--- src/lodtc_pkg.sv ---
package lodtc_pkg;
   localparam int         ADDR_W        = 8;
   localparam logic [7:0] OFS_FEAT      = 8'h00;
   localparam logic [7:0] OFS_MATRIX    = 8'h04;
   localparam logic [7:0] OFS_CMD       = 8'h08;
   localparam logic [7:0] OFS_OWN       = 8'h0c;
   localparam logic [7:0] OFS_STAT      = 8'h10;
   localparam int         FEAT_SELF_BIT = 0;
   localparam int         CMD_VOL_LSB   = 0;
   localparam int         CMD_EXEC_BIT  = 8;
   localparam int         CMD_OUT_BIT   = 9;
   localparam int         CMD_BURST_BIT = 10;
   localparam int         MAP_LO_LSB    = 0;
   localparam int         MAP_HI_LSB    = 8;
   localparam int         DQ_LSB        = 16;
   localparam int         RE_LSB        = 24;
   localparam logic [3:0] RTT_150       = 4'h1;
   localparam logic [3:0] RTT_100       = 4'h2;
   localparam logic [3:0] RTT_75        = 4'h3;
   localparam logic [3:0] RTT_50        = 4'h4;
   localparam logic [7:0] OHMS_150      = 8'h96;
   localparam logic [7:0] OHMS_100      = 8'h64;
   localparam logic [7:0] OHMS_75       = 8'h4b;
   localparam logic [7:0] OHMS_50       = 8'h32;
   localparam logic [7:0] RST_BYTE      = 8'h00;
   localparam logic [3:0] RST_VOL       = 4'h0;
   localparam logic [2:0] DQS_HOLD_CYC  = 3'h4;
   localparam logic [2:0] HSIZE_WORD    = 3'h2;
   typedef enum logic [1:0] {LODTC_DESEL, LODTC_SEL, LODTC_LISTEN} lodtc_state_t;
endpackage : lodtc_pkg

--- src/lodtc_sync.sv ---
module lodtc_sync #(
   parameter int W = 4
) (
   input  wire logic         clk,
   input  wire logic         rst_b,
   input  wire logic [W-1:0] d,
   output logic      [W-1:0] q
);
   logic [W-1:0] meta_r;

   // Two-stage synchroniser; only the second stage is visible.
   always_ff @(posedge clk or negedge rst_b) begin
      if (!rst_b) begin
         meta_r <= '0;
         q      <= '0;
      end else begin
         meta_r <= d;
         q      <= meta_r;
      end
   end
endmodule : lodtc_sync

--- src/lodtc_rtt_dec.sv ---
module lodtc_rtt_dec (
   input  wire logic [3:0] code,
   output logic            valid,
   output logic      [7:0] ohms
);
   // Maps a strength code to its resistance; unknown codes disable termination.
   always_comb begin
      valid = 1'b1;
      ohms  = lodtc_pkg::OHMS_150;
      unique case (code)
         lodtc_pkg::RTT_150 : ohms = lodtc_pkg::OHMS_150;
         lodtc_pkg::RTT_100 : ohms = lodtc_pkg::OHMS_100;
         lodtc_pkg::RTT_75  : ohms = lodtc_pkg::OHMS_75;
         lodtc_pkg::RTT_50  : ohms = lodtc_pkg::OHMS_50;
         default : begin
            valid = 1'b0;
            ohms  = 8'h00;
         end
      endcase
   end
endmodule : lodtc_rtt_dec

--- src/lodtc_top.sv ---
module lodtc_top (
   input  wire logic                         REF_CLK,
   input  wire logic                         RST_B,
   input  wire logic                         HSEL,
   input  wire logic [lodtc_pkg::ADDR_W-1:0] HADDR,
   input  wire logic [1:0]                   HTRANS,
   input  wire logic                         HWRITE,
   input  wire logic [2:0]                   HSIZE,
   input  wire logic [31:0]                  HWDATA,
   input  wire logic                         HREADY,
   output logic                              HREADYOUT,
   output logic                              HRESP,
   output logic      [31:0]                  HRDATA,
   input  wire logic                         ALE,
   input  wire logic                         CLE,
   input  wire logic                         DQS,
   input  wire logic                         RE_N,
   input  wire logic                         MATRIX_SEEN,
   output logic                              MATRIX_ISSUED,
   output logic      [1:0]                   LUN_STATE,
   output logic                              ODT_DQ_EN,
   output logic      [7:0]                   ODT_DQ_OHMS,
   output logic                              ODT_RE_EN,
   output logic      [7:0]                   ODT_RE_OHMS
);
   logic [3:0]                   pin_s;
   logic                         ale_s;
   logic                         cle_s;
   logic                         dqs_s;
   logic                         re_n_s;
   logic                         dqs_d_r;
   logic [2:0]                   dqs_hold_r;
   logic                         acc;
   logic                         wr_pend_r;
   logic [lodtc_pkg::ADDR_W-1:0] wr_addr_r;
   logic                         wr_feat;
   logic                         wr_matrix;
   logic                         wr_cmd;
   logic                         wr_own;
   logic [31:0]                  hrdata_r;
   logic                         self_en_r;
   logic                         matrix_mode_r;
   logic                         matrix_pulse_r;
   logic [7:0]                   map_lo_r;
   logic [7:0]                   map_hi_r;
   logic [7:0]                   dq_str_r;
   logic [7:0]                   re_str_r;
   logic [3:0]                   own_vol_r;
   logic [3:0]                   sel_vol_r;
   logic                         exec_r;
   logic                         dir_out_r;
   logic                         burst_r;
   logic [15:0]                  vol_map;
   logic                         is_term;
   logic [3:0]                   cmd_vol;
   lodtc_pkg::lodtc_state_t      state_r;
   lodtc_pkg::lodtc_state_t      state_nxt;
   logic                         sniff_act;
   logic                         sniff_out;
   logic                         use_out;
   logic                         dq_want;
   logic                         re_want;
   logic [3:0]                   dq_code;
   logic                         dq_ok;
   logic [7:0]                   dq_ohms;
   logic                         re_ok;
   logic [7:0]                   re_ohms;
   logic                         dq_en_r;
   logic [7:0]                   dq_ohms_r;
   logic                         re_en_r;
   logic [7:0]                   re_ohms_r;

   // Channel pins come from outside the clock domain.
   lodtc_sync #(.W (4)) u_sync (
      .clk   (REF_CLK),
      .rst_b (RST_B),
      .d     ({ALE, CLE, DQS, RE_N}),
      .q     (pin_s)
   );

   assign {ale_s, cle_s, dqs_s, re_n_s} = pin_s;

   // A DQS edge keeps the sniffed write burst alive for a few cycles.
   always_ff @(posedge REF_CLK or negedge RST_B) begin
      if (!RST_B) begin
         dqs_d_r    <= 1'b0;
         dqs_hold_r <= 3'h0;
      end else begin
         dqs_d_r <= dqs_s;
         if (dqs_s != dqs_d_r) begin
            dqs_hold_r <= lodtc_pkg::DQS_HOLD_CYC;
         end else if (dqs_hold_r != 3'h0) begin
            dqs_hold_r <= dqs_hold_r - 3'h1;
         end
      end
   end

   // Bus slave is always ready and always answers OKAY.
   assign HREADYOUT = 1'b1;
   assign HRESP     = 1'b0;
   assign HRDATA    = hrdata_r;
   assign acc       = HSEL && HTRANS[1] && HREADY;

   // Word writes are captured in the address phase and applied in the data phase.
   always_ff @(posedge REF_CLK or negedge RST_B) begin
      if (!RST_B) begin
         wr_pend_r <= 1'b0;
         wr_addr_r <= '0;
      end else begin
         wr_pend_r <= acc && HWRITE && (HSIZE == lodtc_pkg::HSIZE_WORD);
         wr_addr_r <= HADDR;
      end
   end

   assign wr_feat   = wr_pend_r && (wr_addr_r == lodtc_pkg::OFS_FEAT);
   assign wr_matrix = wr_pend_r && (wr_addr_r == lodtc_pkg::OFS_MATRIX);
   assign wr_cmd    = wr_pend_r && (wr_addr_r == lodtc_pkg::OFS_CMD);
   assign wr_own    = wr_pend_r && (wr_addr_r == lodtc_pkg::OFS_OWN);

   // Read data is prepared at the address phase and stands in the data phase.
   always_ff @(posedge REF_CLK or negedge RST_B) begin
      if (!RST_B) begin
         hrdata_r <= 32'h0000_0000;
      end else if (acc && !HWRITE) begin
         unique case (HADDR)
            lodtc_pkg::OFS_FEAT   : hrdata_r <= {31'h0, self_en_r};
            lodtc_pkg::OFS_MATRIX : hrdata_r <= {re_str_r, dq_str_r, map_hi_r, map_lo_r};
            lodtc_pkg::OFS_CMD    : hrdata_r <= {21'h0, burst_r, dir_out_r, exec_r,
                                                 4'h0, sel_vol_r};
            lodtc_pkg::OFS_OWN    : hrdata_r <= {28'h0, own_vol_r};
            lodtc_pkg::OFS_STAT   : hrdata_r <= {8'h00, re_ohms_r, dq_ohms_r, 2'h0,
                                                 re_en_r, dq_en_r, self_en_r,
                                                 matrix_mode_r, state_r};
            default               : hrdata_r <= 32'h0000_0000;
         endcase
      end else begin
         hrdata_r <= 32'h0000_0000;
      end
   end

   // Self termination is latched only from the feature write.
   always_ff @(posedge REF_CLK or negedge RST_B) begin
      if (!RST_B) begin
         self_en_r <= 1'b0;
      end else if (wr_feat) begin
         self_en_r <= HWDATA[lodtc_pkg::FEAT_SELF_BIT];
      end
   end

   // Matrix configure here or on a sibling LUN moves the Target to matrix mode.
   always_ff @(posedge REF_CLK or negedge RST_B) begin
      if (!RST_B) begin
         matrix_mode_r  <= 1'b0;
         matrix_pulse_r <= 1'b0;
      end else begin
         matrix_pulse_r <= wr_matrix;
         if (wr_matrix || MATRIX_SEEN) begin
            matrix_mode_r <= 1'b1;
         end
      end
   end

   assign MATRIX_ISSUED = matrix_pulse_r;

   // Configuration matrix entry of this LUN.
   always_ff @(posedge REF_CLK or negedge RST_B) begin
      if (!RST_B) begin
         map_lo_r <= lodtc_pkg::RST_BYTE;
         map_hi_r <= lodtc_pkg::RST_BYTE;
         dq_str_r <= lodtc_pkg::RST_BYTE;
         re_str_r <= lodtc_pkg::RST_BYTE;
      end else if (wr_matrix) begin
         map_lo_r <= HWDATA[lodtc_pkg::MAP_LO_LSB +: 8];
         map_hi_r <= HWDATA[lodtc_pkg::MAP_HI_LSB +: 8];
         dq_str_r <= HWDATA[lodtc_pkg::DQ_LSB +: 8];
         re_str_r <= HWDATA[lodtc_pkg::RE_LSB +: 8];
      end
   end

   // Own volume address appointed at initialisation.
   always_ff @(posedge REF_CLK or negedge RST_B) begin
      if (!RST_B) begin
         own_vol_r <= lodtc_pkg::RST_VOL;
      end else if (wr_own) begin
         own_vol_r <= HWDATA[3:0];
      end
   end

   // Command context: addressed volume, execution, direction and burst.
   always_ff @(posedge REF_CLK or negedge RST_B) begin
      if (!RST_B) begin
         sel_vol_r <= lodtc_pkg::RST_VOL;
         exec_r    <= 1'b0;
         dir_out_r <= 1'b0;
         burst_r   <= 1'b0;
      end else if (wr_cmd) begin
         sel_vol_r <= cmd_vol;
         exec_r    <= HWDATA[lodtc_pkg::CMD_EXEC_BIT];
         dir_out_r <= HWDATA[lodtc_pkg::CMD_OUT_BIT];
         burst_r   <= HWDATA[lodtc_pkg::CMD_BURST_BIT];
      end
   end

   // Bit n of the bitmap marks volume n; bitmap and both strength bytes all zero means no terminator.
   assign vol_map = {map_hi_r, map_lo_r};
   assign is_term = |{vol_map, dq_str_r, re_str_r};
   assign cmd_vol = HWDATA[lodtc_pkg::CMD_VOL_LSB +: 4];

   // State follows the volume that each command addresses.
   always_comb begin
      state_nxt = state_r;
      if (wr_cmd) begin
         if (cmd_vol == own_vol_r) begin
            state_nxt = lodtc_pkg::LODTC_SEL;
         end else if (matrix_mode_r && is_term && vol_map[cmd_vol]) begin
            state_nxt = lodtc_pkg::LODTC_LISTEN;
         end else begin
            state_nxt = lodtc_pkg::LODTC_DESEL;
         end
      end
   end

   always_ff @(posedge REF_CLK or negedge RST_B) begin
      if (!RST_B) begin
         state_r <= lodtc_pkg::LODTC_DESEL;
      end else begin
         state_r <= state_nxt;
      end
   end

   assign LUN_STATE = state_r;

   // Listening LUN sees only the latch, strobe and read enable pins.
   assign sniff_act = !ale_s && !cle_s && (!re_n_s || (dqs_hold_r != 3'h0));
   assign sniff_out = !re_n_s;

   // Decides whether to terminate now and in which direction.
   always_comb begin
      dq_want = 1'b0;
      use_out = dir_out_r;
      if (!matrix_mode_r) begin
         dq_want = self_en_r && exec_r && burst_r && (state_r == lodtc_pkg::LODTC_SEL);
      end else if (is_term) begin
         unique case (state_r)
            lodtc_pkg::LODTC_SEL : begin
               dq_want = burst_r && (exec_r || vol_map[sel_vol_r]);
            end
            lodtc_pkg::LODTC_LISTEN : begin
               dq_want = sniff_act;
               use_out = sniff_out;
            end
            lodtc_pkg::LODTC_DESEL  : dq_want = 1'b0;
         endcase
      end
   end

   // Read enable pair is terminated only while data flows out.
   assign re_want = dq_want && use_out;
   localparam logic [3:0] SELF_CODE = lodtc_pkg::RTT_150; // No strength byte exists in self mode.
   assign dq_code = !matrix_mode_r ? SELF_CODE :
                    (use_out ? dq_str_r[7:4] : dq_str_r[3:0]);

   lodtc_rtt_dec u_dq_dec (
      .code  (dq_code),
      .valid (dq_ok),
      .ohms  (dq_ohms)
   );

   lodtc_rtt_dec u_re_dec (
      .code  (re_str_r[3:0]),
      .valid (re_ok),
      .ohms  (re_ohms)
   );

   // Termination controls are registered before they leave the block.
   always_ff @(posedge REF_CLK or negedge RST_B) begin
      if (!RST_B) begin
         dq_en_r   <= 1'b0;
         dq_ohms_r <= 8'h00;
         re_en_r   <= 1'b0;
         re_ohms_r <= 8'h00;
      end else begin
         dq_en_r   <= dq_want && dq_ok;
         dq_ohms_r <= (dq_want && dq_ok) ? dq_ohms : 8'h00;
         re_en_r   <= re_want && re_ok;
         re_ohms_r <= (re_want && re_ok) ? re_ohms : 8'h00;
      end
   end

   assign ODT_DQ_EN   = dq_en_r;
   assign ODT_DQ_OHMS = dq_ohms_r;
   assign ODT_RE_EN   = re_en_r;
   assign ODT_RE_OHMS = re_ohms_r;

   // Once in matrix mode the Target never returns to self mode.
   property p_matrix_sticky;
      @(posedge REF_CLK) disable iff (!RST_B)
      (wr_matrix || MATRIX_SEEN) |=> matrix_mode_r [*4];
   endproperty
   a_matrix_sticky : assert property (p_matrix_sticky)
      else $error("Matrix mode not held after configure.");
   // Self enable changes only after a feature write.
   property p_self_src;
      @(posedge REF_CLK) disable iff (!RST_B)
      $changed(self_en_r) |-> $past(wr_feat);
   endproperty
   a_self_src : assert property (p_self_src)
      else $error("Self termination changed without feature write.");
   // A command to the own volume selects this LUN.
   property p_own_sel;
      @(posedge REF_CLK) disable iff (!RST_B)
      (wr_cmd && (cmd_vol == own_vol_r)) |=> (LUN_STATE == 2'(lodtc_pkg::LODTC_SEL));
   endproperty
   a_own_sel : assert property (p_own_sel)
      else $error("Own volume command did not select the LUN.");
   // An empty matrix entry never terminates in matrix mode.
   property p_no_term;
      @(posedge REF_CLK) disable iff (!RST_B)
      (matrix_mode_r && !is_term) |=> !ODT_DQ_EN && !ODT_RE_EN;
   endproperty
   a_no_term : assert property (p_no_term)
      else $error("Empty matrix entry enabled termination.");
   // A latch cycle seen on the pins ends listening termination.
   property p_sniff_off;
      @(posedge REF_CLK) disable iff (!RST_B)
      (state_r == lodtc_pkg::LODTC_LISTEN && (ale_s || cle_s)) |=> !ODT_DQ_EN;
   endproperty
   a_sniff_off : assert property (p_sniff_off)
      else $error("Listening LUN terminated during a latch cycle.");
   // Self mode executing LUN terminates its own burst.
   property p_self_on;
      @(posedge REF_CLK) disable iff (!RST_B)
      (!matrix_mode_r && self_en_r && exec_r && burst_r && dq_ok &&
       state_r == lodtc_pkg::LODTC_SEL) |=> ODT_DQ_EN;
   endproperty
   a_self_on : assert property (p_self_on)
      else $error("Executing LUN did not terminate in self mode.");
   // A helper on the selected volume terminates alongside the executor.
   property p_helper_on;
      @(posedge REF_CLK) disable iff (!RST_B)
      (matrix_mode_r && is_term && state_r == lodtc_pkg::LODTC_SEL && burst_r &&
       vol_map[sel_vol_r] && dq_ok) |=> ODT_DQ_EN;
   endproperty
   a_helper_on : assert property (p_helper_on)
      else $error("Helper LUN failed to terminate on selected volume.");
   // Without a burst a selected LUN ignores pin activity.
   property p_ctx_only;
      @(posedge REF_CLK) disable iff (!RST_B)
      (state_r == lodtc_pkg::LODTC_SEL && !burst_r) |=> !ODT_DQ_EN;
   endproperty
   a_ctx_only : assert property (p_ctx_only)
      else $error("Selected LUN terminated outside a burst.");
   // Output direction uses the upper nibble strength.
   property p_dir_pick;
      @(posedge REF_CLK) disable iff (!RST_B)
      (dq_want && use_out && dq_str_r[7:4] == lodtc_pkg::RTT_50) |=>
         ODT_DQ_EN && (ODT_DQ_OHMS == lodtc_pkg::OHMS_50);
   endproperty
   a_dir_pick : assert property (p_dir_pick)
      else $error("Output strength not applied.");
   // Read enable code 3 gives 75 Ohms while data flows out.
   property p_re_75;
      @(posedge REF_CLK) disable iff (!RST_B)
      (re_want && re_str_r[3:0] == lodtc_pkg::RTT_75) |=>
         ODT_RE_EN && (ODT_RE_OHMS == lodtc_pkg::OHMS_75);
   endproperty
   a_re_75 : assert property (p_re_75)
      else $error("Read enable strength not applied.");
endmodule : lodtc_top

--- config.mk ---
export PLATFORM = sky130hd
export DESIGN_NAME = lodtc_top
export DESIGN_NICKNAME = d
export VERILOG_FILES = /design/src/lodtc_pkg.sv /design/src/lodtc_sync.sv /design/src/lodtc_rtt_dec.sv /design/src/lodtc_top.sv
export SDC_FILE = /design/constraint.sdc
export NUM_CORES = 1
export LEC_CHECK = 0
export BUFFER_PORTS_ARGS = -buffer_cell sky130_fd_sc_hd__buf_4
export CAP_MARGIN = 20
export CORE_MARGIN = 8
export CORE_UTILIZATION = 25
export DETAILED_ROUTE_END_ITERATION = 8
export PLACE_DENSITY = 0.41
export SYNTH_ARGS = -nofsm -noshare
export SYNTH_HDL_FRONTEND = slang
export SYNTH_SLANG_ARGS = --single-unit
--- constraint.sdc ---
create_clock -name REF_CLK -period 3.5 [get_ports REF_CLK]
set_input_delay 0 -clock REF_CLK [delete_from_list [all_inputs] [get_ports REF_CLK]]
set_output_delay 0 -clock REF_CLK [all_outputs]
set_load 0.01 [all_outputs]
==> impl_metrics.ini, run 1 <==
[outcome]
status = completed

[power]
combPwrFrac_pct = 6.9
p_sw_uw = 731.6
peakVddDrop_mv = 0.3101
p_leak_uw = 0.003307
p_int_uw = 2707
pwr-share-seq_pct = 41.2
netSwitchingFraction_pct = 21.28
clkPwrFrac_pct = 52.0
powerDensity_nw_per_um2 = 481.2

[global_routing]
grt_max_degree = 62
grtUsageTotal_pct = 12.69
overflow = 0
grt_pass1_wl_mm = 23.57
gr-usage-met3_pct = 4.332
gr-usage-met1_pct = 16.27
antenna_found_initial = 0
top_usage_layer = met2
grt_util_met2_pct = 20.10
first_global_vias = 4023

[timing]
tightestPinTransition_ns = 0.8149
layout_setup_ws_ns = 0.9442
fmax_ghz = 0.3913
rsz0062_at_grt = no
fin_crit_sh_pct = 73.02
min_period_ns = 2.556
setup_tns_ns = 0
skew_ns = 0.01609
relSlewSlack_pct = 45.68
setup_viol = 0
hold_viol = 0
drv_slew = 0

[drt]
wl_mm = 15.03
drcViolationCount = 0
wl_per_cell_microns = 18.37
dr.pass1.iters = 6
route.vias.total = 3648
drt_iter0_drc = 196
viasPerCell = 4.460
ant_nets = 0

[synthesis]
yosys.area.top_type_share_pct = 58.81
synth.avg_cell_area_sq_um = 13.03
syn_nets = 439
synth-main-ff-cell = dfrtp_1
syn_area_sq_um = 4979
synth_top_area_cell = dfrtp_1
ys_seq_elements = 117
async_flop_share_pct = 100.0
synth_area_leaders = dfrtp_1, mux2_2, mux4_2, nor2_1, a22oi_1
synth-edff-count = 0
netlist_instances = 382
ys_warn_count = 0
synth.distinct_cells = 52
seq_area_frac_synth_pct = 58.81

[clock_tree]
cts_setup_buffers = 0
clkTransAtPathRegs_ns = 0.06
cts-htree-levels = 4
cts-resized-gates = 0
holdBufCountCts = 49
cts_tree = yes
clock_sinks = 117
clock_path_buffers = 2
cts_made_buffers = 17
cts-root-buf = clkbuf_16
clk_latency_ns = 0.41

[cells_and_area]
drive_gt1_share_pct = 38.16
layout.nets = 597
multi_input_area_sq_um = 1916
layout_commonest_cell = dfrtp_1
final-seq-area_sq_um = 2928
areaGrowthSynthToFinish_pct = 43.53
num_antenna_cells = 0
mostFrequentLayoutCells = dfrtp_1, buf_4, mux2_2, dlygate4sd3_1, nor2_1
fillers = 1929

[die]
core_sq_um = 19530
dieArea_sq_um = 24690
die_x_microns = 157.1
core.rowCount = 51
die_height_microns = 157.1
start_util_pct = 25.50
pin_count = 110

[setup_path]
end_kind = register
required_ns = 3.80
path_cells = nor4_1 -> nand4_2 -> o211ai_1 -> o21a_4 -> mux2i_1 -> nor3_1 -> and2_1
slowest_delay_ns = 0.59
start_kind = register
arrival_ns = 2.86
path_class = register to register
crit_path_start = re_str_r[6]
rrSetupSlack_ns = 0.94
critical_path_buf_inv_count = 0
reg2reg_from = re_str_r[6]
crit_path_top_delay_cell = nor4_1
cp_max_fo = 6
path_delay_family = simple AND/OR/NAND/NOR gates

[placement]
dp_slack_ns = 0.9645
port_buffers = 106
dp_hpwl_mm = 10.74
gp_congestion = 0.7754

[hold_path]
hold_class = primary input to register
worstHoldStart = HWRITE

[flow_run]
maxCapViolCount = 0
-- final timing paths --
kind | cells past startpoint | end
max | 7 | ODT_DQ_OHMS[3]
min | 4 | HRDATA[31]
max reg2reg | 7 | ODT_DQ_OHMS[3]
min reg2reg | 0 | u_sync.q[1]
max in group asynchronous | 3 | HRDATA[14]
min in group asynchronous | 2 | HRDATA[31]
-- flip-flops by register name (all words and copies together) (netlist names), 7 cells and up --
| register | cells |
|---|---|
| ODT_RE_OHMS | 7 |
| dq_str_r | 8 |
| wr_addr_r | 8 |
| map_lo_r | 8 |
| re_str_r | 8 |
| map_hi_r | 8 |
| ODT_DQ_OHMS | 7 |
| HRDATA | 32 |
-- metrics by stage --
| stage | cell area (sq um) | power (uW) | hold WS, ns | util, % | instances |
|---|---|---|---|---|---|
| 4_1_cts | 7146 | 3489 | 0.1244 | 36.59 | 818 |
| 3_3_place_gp | 6042 | 1625 | 0.1114 | 30.94 | 737 |
| 6_report | 7146 | 3438 | 0.1387 | 36.59 | 818 |
| 2_1_floorplan | 4979 | 1524 | -0.2956 | - | 382 |
| 3_5_place_dp | 6042 | 1633 | 0.1107 | 30.94 | 737 |
| 5_1_grt | 7146 | 3595 | 0.1451 | 36.59 | 818 |
-- final cells by class --
class | count | area share (%)
flip-flops and latches | 117 | 40.97
multi-input cells | 237 | 26.81
repair buffers | 162 | 18.74
clock buffers | 24 | 6.881
well taps | 265 | 4.640
clock inverters | 8 | 1.698
inverters | 5 | 0.2627
-- tightest hold or removal path, stage by stage --
cell    delay, ns
buf_4        0.08
nor2_1       0.04
buf_4        0.18
and3_1       0.19
-- logic make-up (layout without fill, tap and decap cells) --
| kind of cell | after synthesis | after routing | synth area share (%) |
|---|---|---|---|
| compound gates | 48 | 48 | 7.062 |
| xor+xnor | 10 | 10 | 1.759 |
| fa+ha+maj | 2 | 2 | 0.5026 |
| buf+inv | 28 | 199 | 2.940 |
| flops | 117 | 117 | 58.81 |
| mux | 64 | 64 | 16.26 |
| other cells | 2 | 2 | 0.1508 |
| simple gates | 111 | 111 | 12.52 |
-- cell usage after synthesis, types with 4 or more instances --
library cell    n
xnor2_1         4
mux2i_1         4
mux4_2          8
clkbuf_1       12
o21ai_0         8
and2_1          5
nand2_1        11
nor4_1          8
dfrtp_1       117
and3_1         11
o211ai_1        5
mux2_2         51
buf_4           6
nor3_1         12
xor2_1          6
a222oi_1        6
a21oi_1         5
a22oi_1        14
nor2_1         36
inv_1           5
-- power groups by stage --
stage	clock network, uW	logic, uW	registers [uW]
floorplan	0	95.7	1430
global placement	0	189	1440
detailed placement	0	195	1440
CTS	1830	242	1420
global route	1910	263	1420
finish	1790	236	1420
-- layer usage --
layer,vias to the layer above,wire (microns)
li1,1707,-
met2,115,7049
met3,9,931
met1,1817,6962
met5,-,0
met4,0,82
No activity file was read; power rests on OpenSTA's default activity.
==> run 2: changes to the inputs <==
==> constraint.sdc (replaced) <==
create_clock -name REF_CLK -period 2.55 [get_ports REF_CLK]
set_input_delay 0 -clock REF_CLK [delete_from_list [all_inputs] [get_ports REF_CLK]]
set_output_delay 0 -clock REF_CLK [all_outputs]
set_load 0.01 [all_outputs]
==> run 2 against run 1 <==
Against the previous run:
- clock power rose by 32%
- register-to-register slack got worse by 0.72 ns
- sequential cell count unchanged
- hold slack got worse by 0.0068 ns
- cell count up 1.3%
- global-route usage hardly changed
- die area unchanged
- non-clock buffer count up 12
- cell area increased by 1.6%
- fmax rose by 10%
- setup slack got worse by 0.72 ns
- critical path depth stayed put
- critical endpoint is now ODT_DQ_OHMS[2]
==> impl_metrics.ini, run 2 (synthesis gave the netlist of run 1 again) <==
[outcome]
status = completed

[setup_path]
path_cells = nor4_1 -> nand4_2 -> o211ai_1 -> o21a_4 -> mux2_4 -> and2_4 -> nor3_1
required_ns = 2.88
path_class = register to register
start_kind = register
path_delay_family = simple AND/OR/NAND/NOR gates
crit_path_top_delay_cell = dfrtp_1
end_kind = register
arrival_ns = 2.65
critical_path_buf_inv_count = 0
slowest_delay_ns = 0.43
cp_max_fo = 6

[drt]
drcViolationCount = 0
ant_nets = 0
met1_length_mm = 6.792
wl_mm = 15.11
wl_per_cell_microns = 18.23
highest_layer = met4
routed-wl-met2_mm = 7.142
route.vias.total = 3716
dr.pass1.iters = 4
drt_iter0_drc = 230
met3_length_mm = 1.036
viasPerCell = 4.483

[cells_and_area]
mostFrequentLayoutCells = buf_4, dfrtp_1, mux2_2, dlygate4sd3_1, nor2_1
layout.nets = 609
num_antenna_cells = 0
largest_reg_flops = 32
areaGrowthSynthToFinish_pct = 45.82
drive_gt1_share_pct = 39.89
layout_commonest_cell = buf_4

[power]
p_leak_uw = 0.003367
clkPwrFrac_pct = 51.0
pwr-share-seq_pct = 42.0
p_sw_uw = 1010
powerDensity_nw_per_um2 = 636.7
combPwrFrac_pct = 7.0
netSwitchingFraction_pct = 21.86
p_int_uw = 3612
peakVddDrop_mv = 0.4483

[timing]
fin_hold_ws_ns = 0.1319
relSlewSlack_pct = 63.00
fmax_ghz = 0.4308
hold_viol = 0
fin_crit_sh_pct = 91.03
setup_viol = 0
rsz0062_at_grt = no
drv_slew = 0
skew_ns = 0.006293
tightestPinTransition_ns = 0.5549
min_period_ns = 2.321
setup_tns_ns = 0

[die]
core.rowCount = 51
pin_count = 110
dieArea_sq_um = 24690
die_x_microns = 157.1
die_height_microns = 157.1
core_sq_um = 19530
start_util_pct = 25.50

[clock_tree]
cts_made_buffers = 17
cts-htree-levels = 4
cts_tree = yes
cts-root-buf = clkbuf_16
clk_latency_ns = 0.41
cts_setup_buffers = 0
clkTransAtPathRegs_ns = 0.05
clock_path_buffers = 2
clock_sinks = 117

[global_routing]
first_global_vias = 4075
grt_max_degree = 48
antenna_found_initial = 0
grtUsageTotal_pct = 12.64
grt_pass1_wl_mm = 23.53
overflow = 0

[placement]
dp_hpwl_mm = 10.80
gp_congestion = 0.7880
port_buffers = 106

[hold_path]
hold_class = primary input to async pin

[flow_run]
maxCapViolCount = 0
-- run 2: power groups by stage --
stage | Clock (uW) | Sequential, uW | Combinational, uW
5_1_grt | 2510 | 1940 | 362
2_1_floorplan | 0 | 1960 | 131
4_1_cts | 2410 | 1940 | 331
3_5_place_dp | 0 | 1970 | 270
3_3_place_gp | 0 | 1970 | 264
6_report | 2360 | 1940 | 325
-- run 2: worst paths after layout --
check	slack, ns	startpoint	endpoint	depth (start not counted)
min in group REF_CLK	0.13	HWRITE	HRDATA[31]	4
hold reg to reg	0.35	u_sync.meta_r[3]	u_sync.q[3]	0
hold / removal	0.13	RST_B	map_lo_r[5]	2
setup / recovery	0.23	map_hi_r[5]	ODT_DQ_OHMS[2]	7
setup reg to reg	0.23	map_hi_r[5]	ODT_DQ_OHMS[2]	7
max in group asynchronous	1.61	RST_B	wr_pend_r	3
-- run 2: layer usage --
metal | vias to the layer above | GRT usage (%)
met2 | 121 | 20.05
met4 | 0 | 3.762
met3 | 12 | 4.113
met1 | 1853 | 16.14
li1 | 1730 | -
met5 | - | 0
-- run 2: layout make-up --
type                            count  area (sq um)
Fill cell                        1926         12270
Sequential cell                   117          2928
Multi-Input combinational cell    237          1928
Timing Repair Buffer              174          1466
Clock buffer                       23         488.0
Tap cell                          265         331.6
Clock inverter                      8         98.84
Inverter                            5         18.77
-- run 2: what timing repair did --
item / in CTS / in global routing
hold endpoints to repair: 96 / 0
gates resized for setup: 0 / 2
endpoints found under the setup margin: 0 / 6
hold buffers: 49 / 0
-- run 2: through the flow --
| stage | total power [uW] | setup WS [ns] | std cells | util, % | instance area, sq um |
|---|---|---|---|---|---|
| floorplan | 2092 | 0.4674 | 382 | - | 4979 |
| global placement | 2235 | 0.06996 | 749 | 31.60 | 6170 |
| detailed placement | 2243 | 0.1081 | 749 | 31.60 | 6170 |
| CTS | 4686 | 0.07700 | 829 | 37.11 | 7247 |
| global route | 4818 | 0.01247 | 829 | 37.18 | 7259 |
| finish | 4622 | 0.2288 | 829 | 37.18 | 7259 |
==> run 3: changes to the inputs <==
--- a/config.mk
+++ b/config.mk
@@ -10,6 +10,7 @@
 export CORE_MARGIN = 8
 export CORE_UTILIZATION = 25
 export DETAILED_ROUTE_END_ITERATION = 8
+export MAX_ROUTING_LAYER = met4
 export PLACE_DENSITY = 0.41
 export SYNTH_ARGS = -nofsm -noshare
 export SYNTH_HDL_FRONTEND = slang
==> constraint.sdc (replaced) <==
create_clock -name REF_CLK -period 2.3 [get_ports REF_CLK]
set_input_delay 0 -clock REF_CLK [delete_from_list [all_inputs] [get_ports REF_CLK]]
set_output_delay 0 -clock REF_CLK [all_outputs]
set_load 0.01 [all_outputs]
==> run 3 against run 2 <==
Against the previous run:
- count of clock-buffer cells in the layout down 5
- die area did not move
- clock skew increased by 0.011 ns
- non-clock buffer count rose by 23
- cell area increased by 3.7%
- utilization grew 1.4 points
- sequential share of layout area shrank 1.4 points
- global-route usage up 0.82 points
- critical endpoint is now ODT_DQ_OHMS[5]
==> impl_metrics.ini, run 3 (synthesis gave the netlist of run 1 again) <==
[outcome]
status = completed

[timing]
hold_viol = 0
fmax_ghz = 0.4447
skew_ns = 0.01700
fin_hold_ws_ns = 0.1219
setup_viol = 0
rsz0062_at_grt = yes
tightestPinTransition_ns = 0.6010
fin_crit_sh_pct = 97.78
relSlewSlack_pct = 59.94
min_period_ns = 2.249
drv_slew = 0
layout_setup_ws_ns = 0.05105

[placement]
gp_congestion = 0.8314
dp_hpwl_mm = 11.24
port_buffers = 106
dp_cells = 768
dp_slack_ns = -0.1033
dpl_cell_area_sq_um = 6300

[setup_path]
start_kind = register
cp_max_fo = 5
path_delay_family = compound AO/OA/AOI/OAI gates
path_cells = nor4_4 -> buf_4 -> nand4_4 -> o211ai_1 -> o21a_4 -> mux2_4 -> nand4_1 -> o41ai_2
end_kind = register
slowest_delay_ns = 0.41
crit_path_top_delay_cell = dfrtp_1
critical_path_buf_inv_count = 1
arrival_ns = 2.54
path_class = register to register
required_ns = 2.59

[cells_and_area]
num_antenna_cells = 0
instances_no_fill = 853
mostFrequentLayoutCells = buf_4, dfrtp_1, mux2_2, dlygate4sd3_1, nor2_1
final_cell_area_sq_um = 7525
layout_commonest_cell = buf_4
areaGrowthSynthToFinish_pct = 51.14
finish.utilization_pct = 38.54
drive_gt1_share_pct = 44.05
largest_reg_flops = 32
layout.nets = 632

[drt]
drt_iter0_drc = 240
drcViolationCount = 0
viasPerCell = 4.509
dr.pass1.iters = 7
route.vias.total = 3846
wl_mm = 15.72
wl_per_cell_microns = 18.43
ant_nets = 0

[power]
powerDensity_nw_per_um2 = 699.8
p_leak_uw = 0.003514
peakVddDrop_mv = 0.4351

[global_routing]
grtUsageTotal_pct = 13.47
antenna_found_initial = 0
grt_pass1_wl_mm = 24.27
overflow = 0
grt_max_degree = 47
first_global_vias = 4221

[flow_run]
maxCapViolCount = 0

[clock_tree]
cts_made_buffers = 17
cts-root-buf = clkbuf_16
clock_sinks = 117
cts-htree-levels = 4
clk_latency_ns = 0.42
clkTransAtPathRegs_ns = 0.06
clock_path_buffers = 2
cts_tree = yes

[die]
die_x_microns = 157.1
core_sq_um = 19530
pin_count = 110
dieArea_sq_um = 24690
start_util_pct = 25.50
die_height_microns = 157.1
core.rowCount = 51

[hold_path]
hold_class = primary input to register
==> run 3: what timing repair did <==
action | 4_1_cts | 5_1_grt
pin swaps | 1 | 4
buffers inserted | 0 | 2
hold buffers | 51 | 0
endpoints found under the setup margin | 8 | 11
endpoints found under the hold margin | 175 | 0
gates resized for setup | 4 | 12
==> run 3: metal layers <==
metal	up-vias	routed length, microns	part of all wire, %	global-route usage [%]
li1	1784	-	-	-
met2	121	7543	48	20.88
met5	-	0	0	-
met1	1933	7207	46	16.95
met3	8	822	5.2	3.894
met4	0	151	0.96	3.672
==> run 3: final cells by class <==
type,count,area (sq um)
Clock buffer,18,439.2
Fill cell,1916,12000
Timing Repair Buffer,197,1632
Clock inverter,14,176.4
Inverter,5,18.77
Multi-Input combinational cell,237,1997
Sequential cell,117,2930
Tap cell,265,331.6
==> run 3: metrics by stage <==
stage	total power [uW]	TNS, ns
detailed placement	2491	-0.4400
CTS	5348	0
finish	5266	0
global placement	2480	-0.2123
global route	5491	-0.5003
floorplan	2319	0
==> run 3: path summary, 6_finish.rpt <==
check / startpoint / endpoint / slack [ns] / depth (start not counted)
min in group asynchronous: RST_B / ODT_DQ_OHMS[2] / 0.54 / 3
min: HWRITE / HRDATA[31] / 0.12 / 4
max in group asynchronous: RST_B / matrix_mode_r / 0.91 / 4
max: re_str_r[6] / ODT_DQ_OHMS[5] / 0.05 / 8
min reg2reg: u_sync.meta_r[0] / u_sync.q[0] / 0.35 / 0
max reg2reg: re_str_r[6] / ODT_DQ_OHMS[5] / 0.05 / 8
==> run 3: worst reg2reg max path, cell delays in order (launching register included) <==
cell	delay [ns]
dfrtp_1	0.41
nor4_4	0.31
buf_4	0.17
nand4_4	0.11
o211ai_1	0.29
o21a_4	0.22
mux2_4	0.31
nand4_1	0.19
o41ai_2	0.11
==> run 3: where the power goes <==
part	total (uW)	leakage (uW)	switching (uW)	internal, uW
clock network	2750	0.000297	1010	1740
logic	368	0.00167	169	199
registers	2150	0.00155	39.4	2110
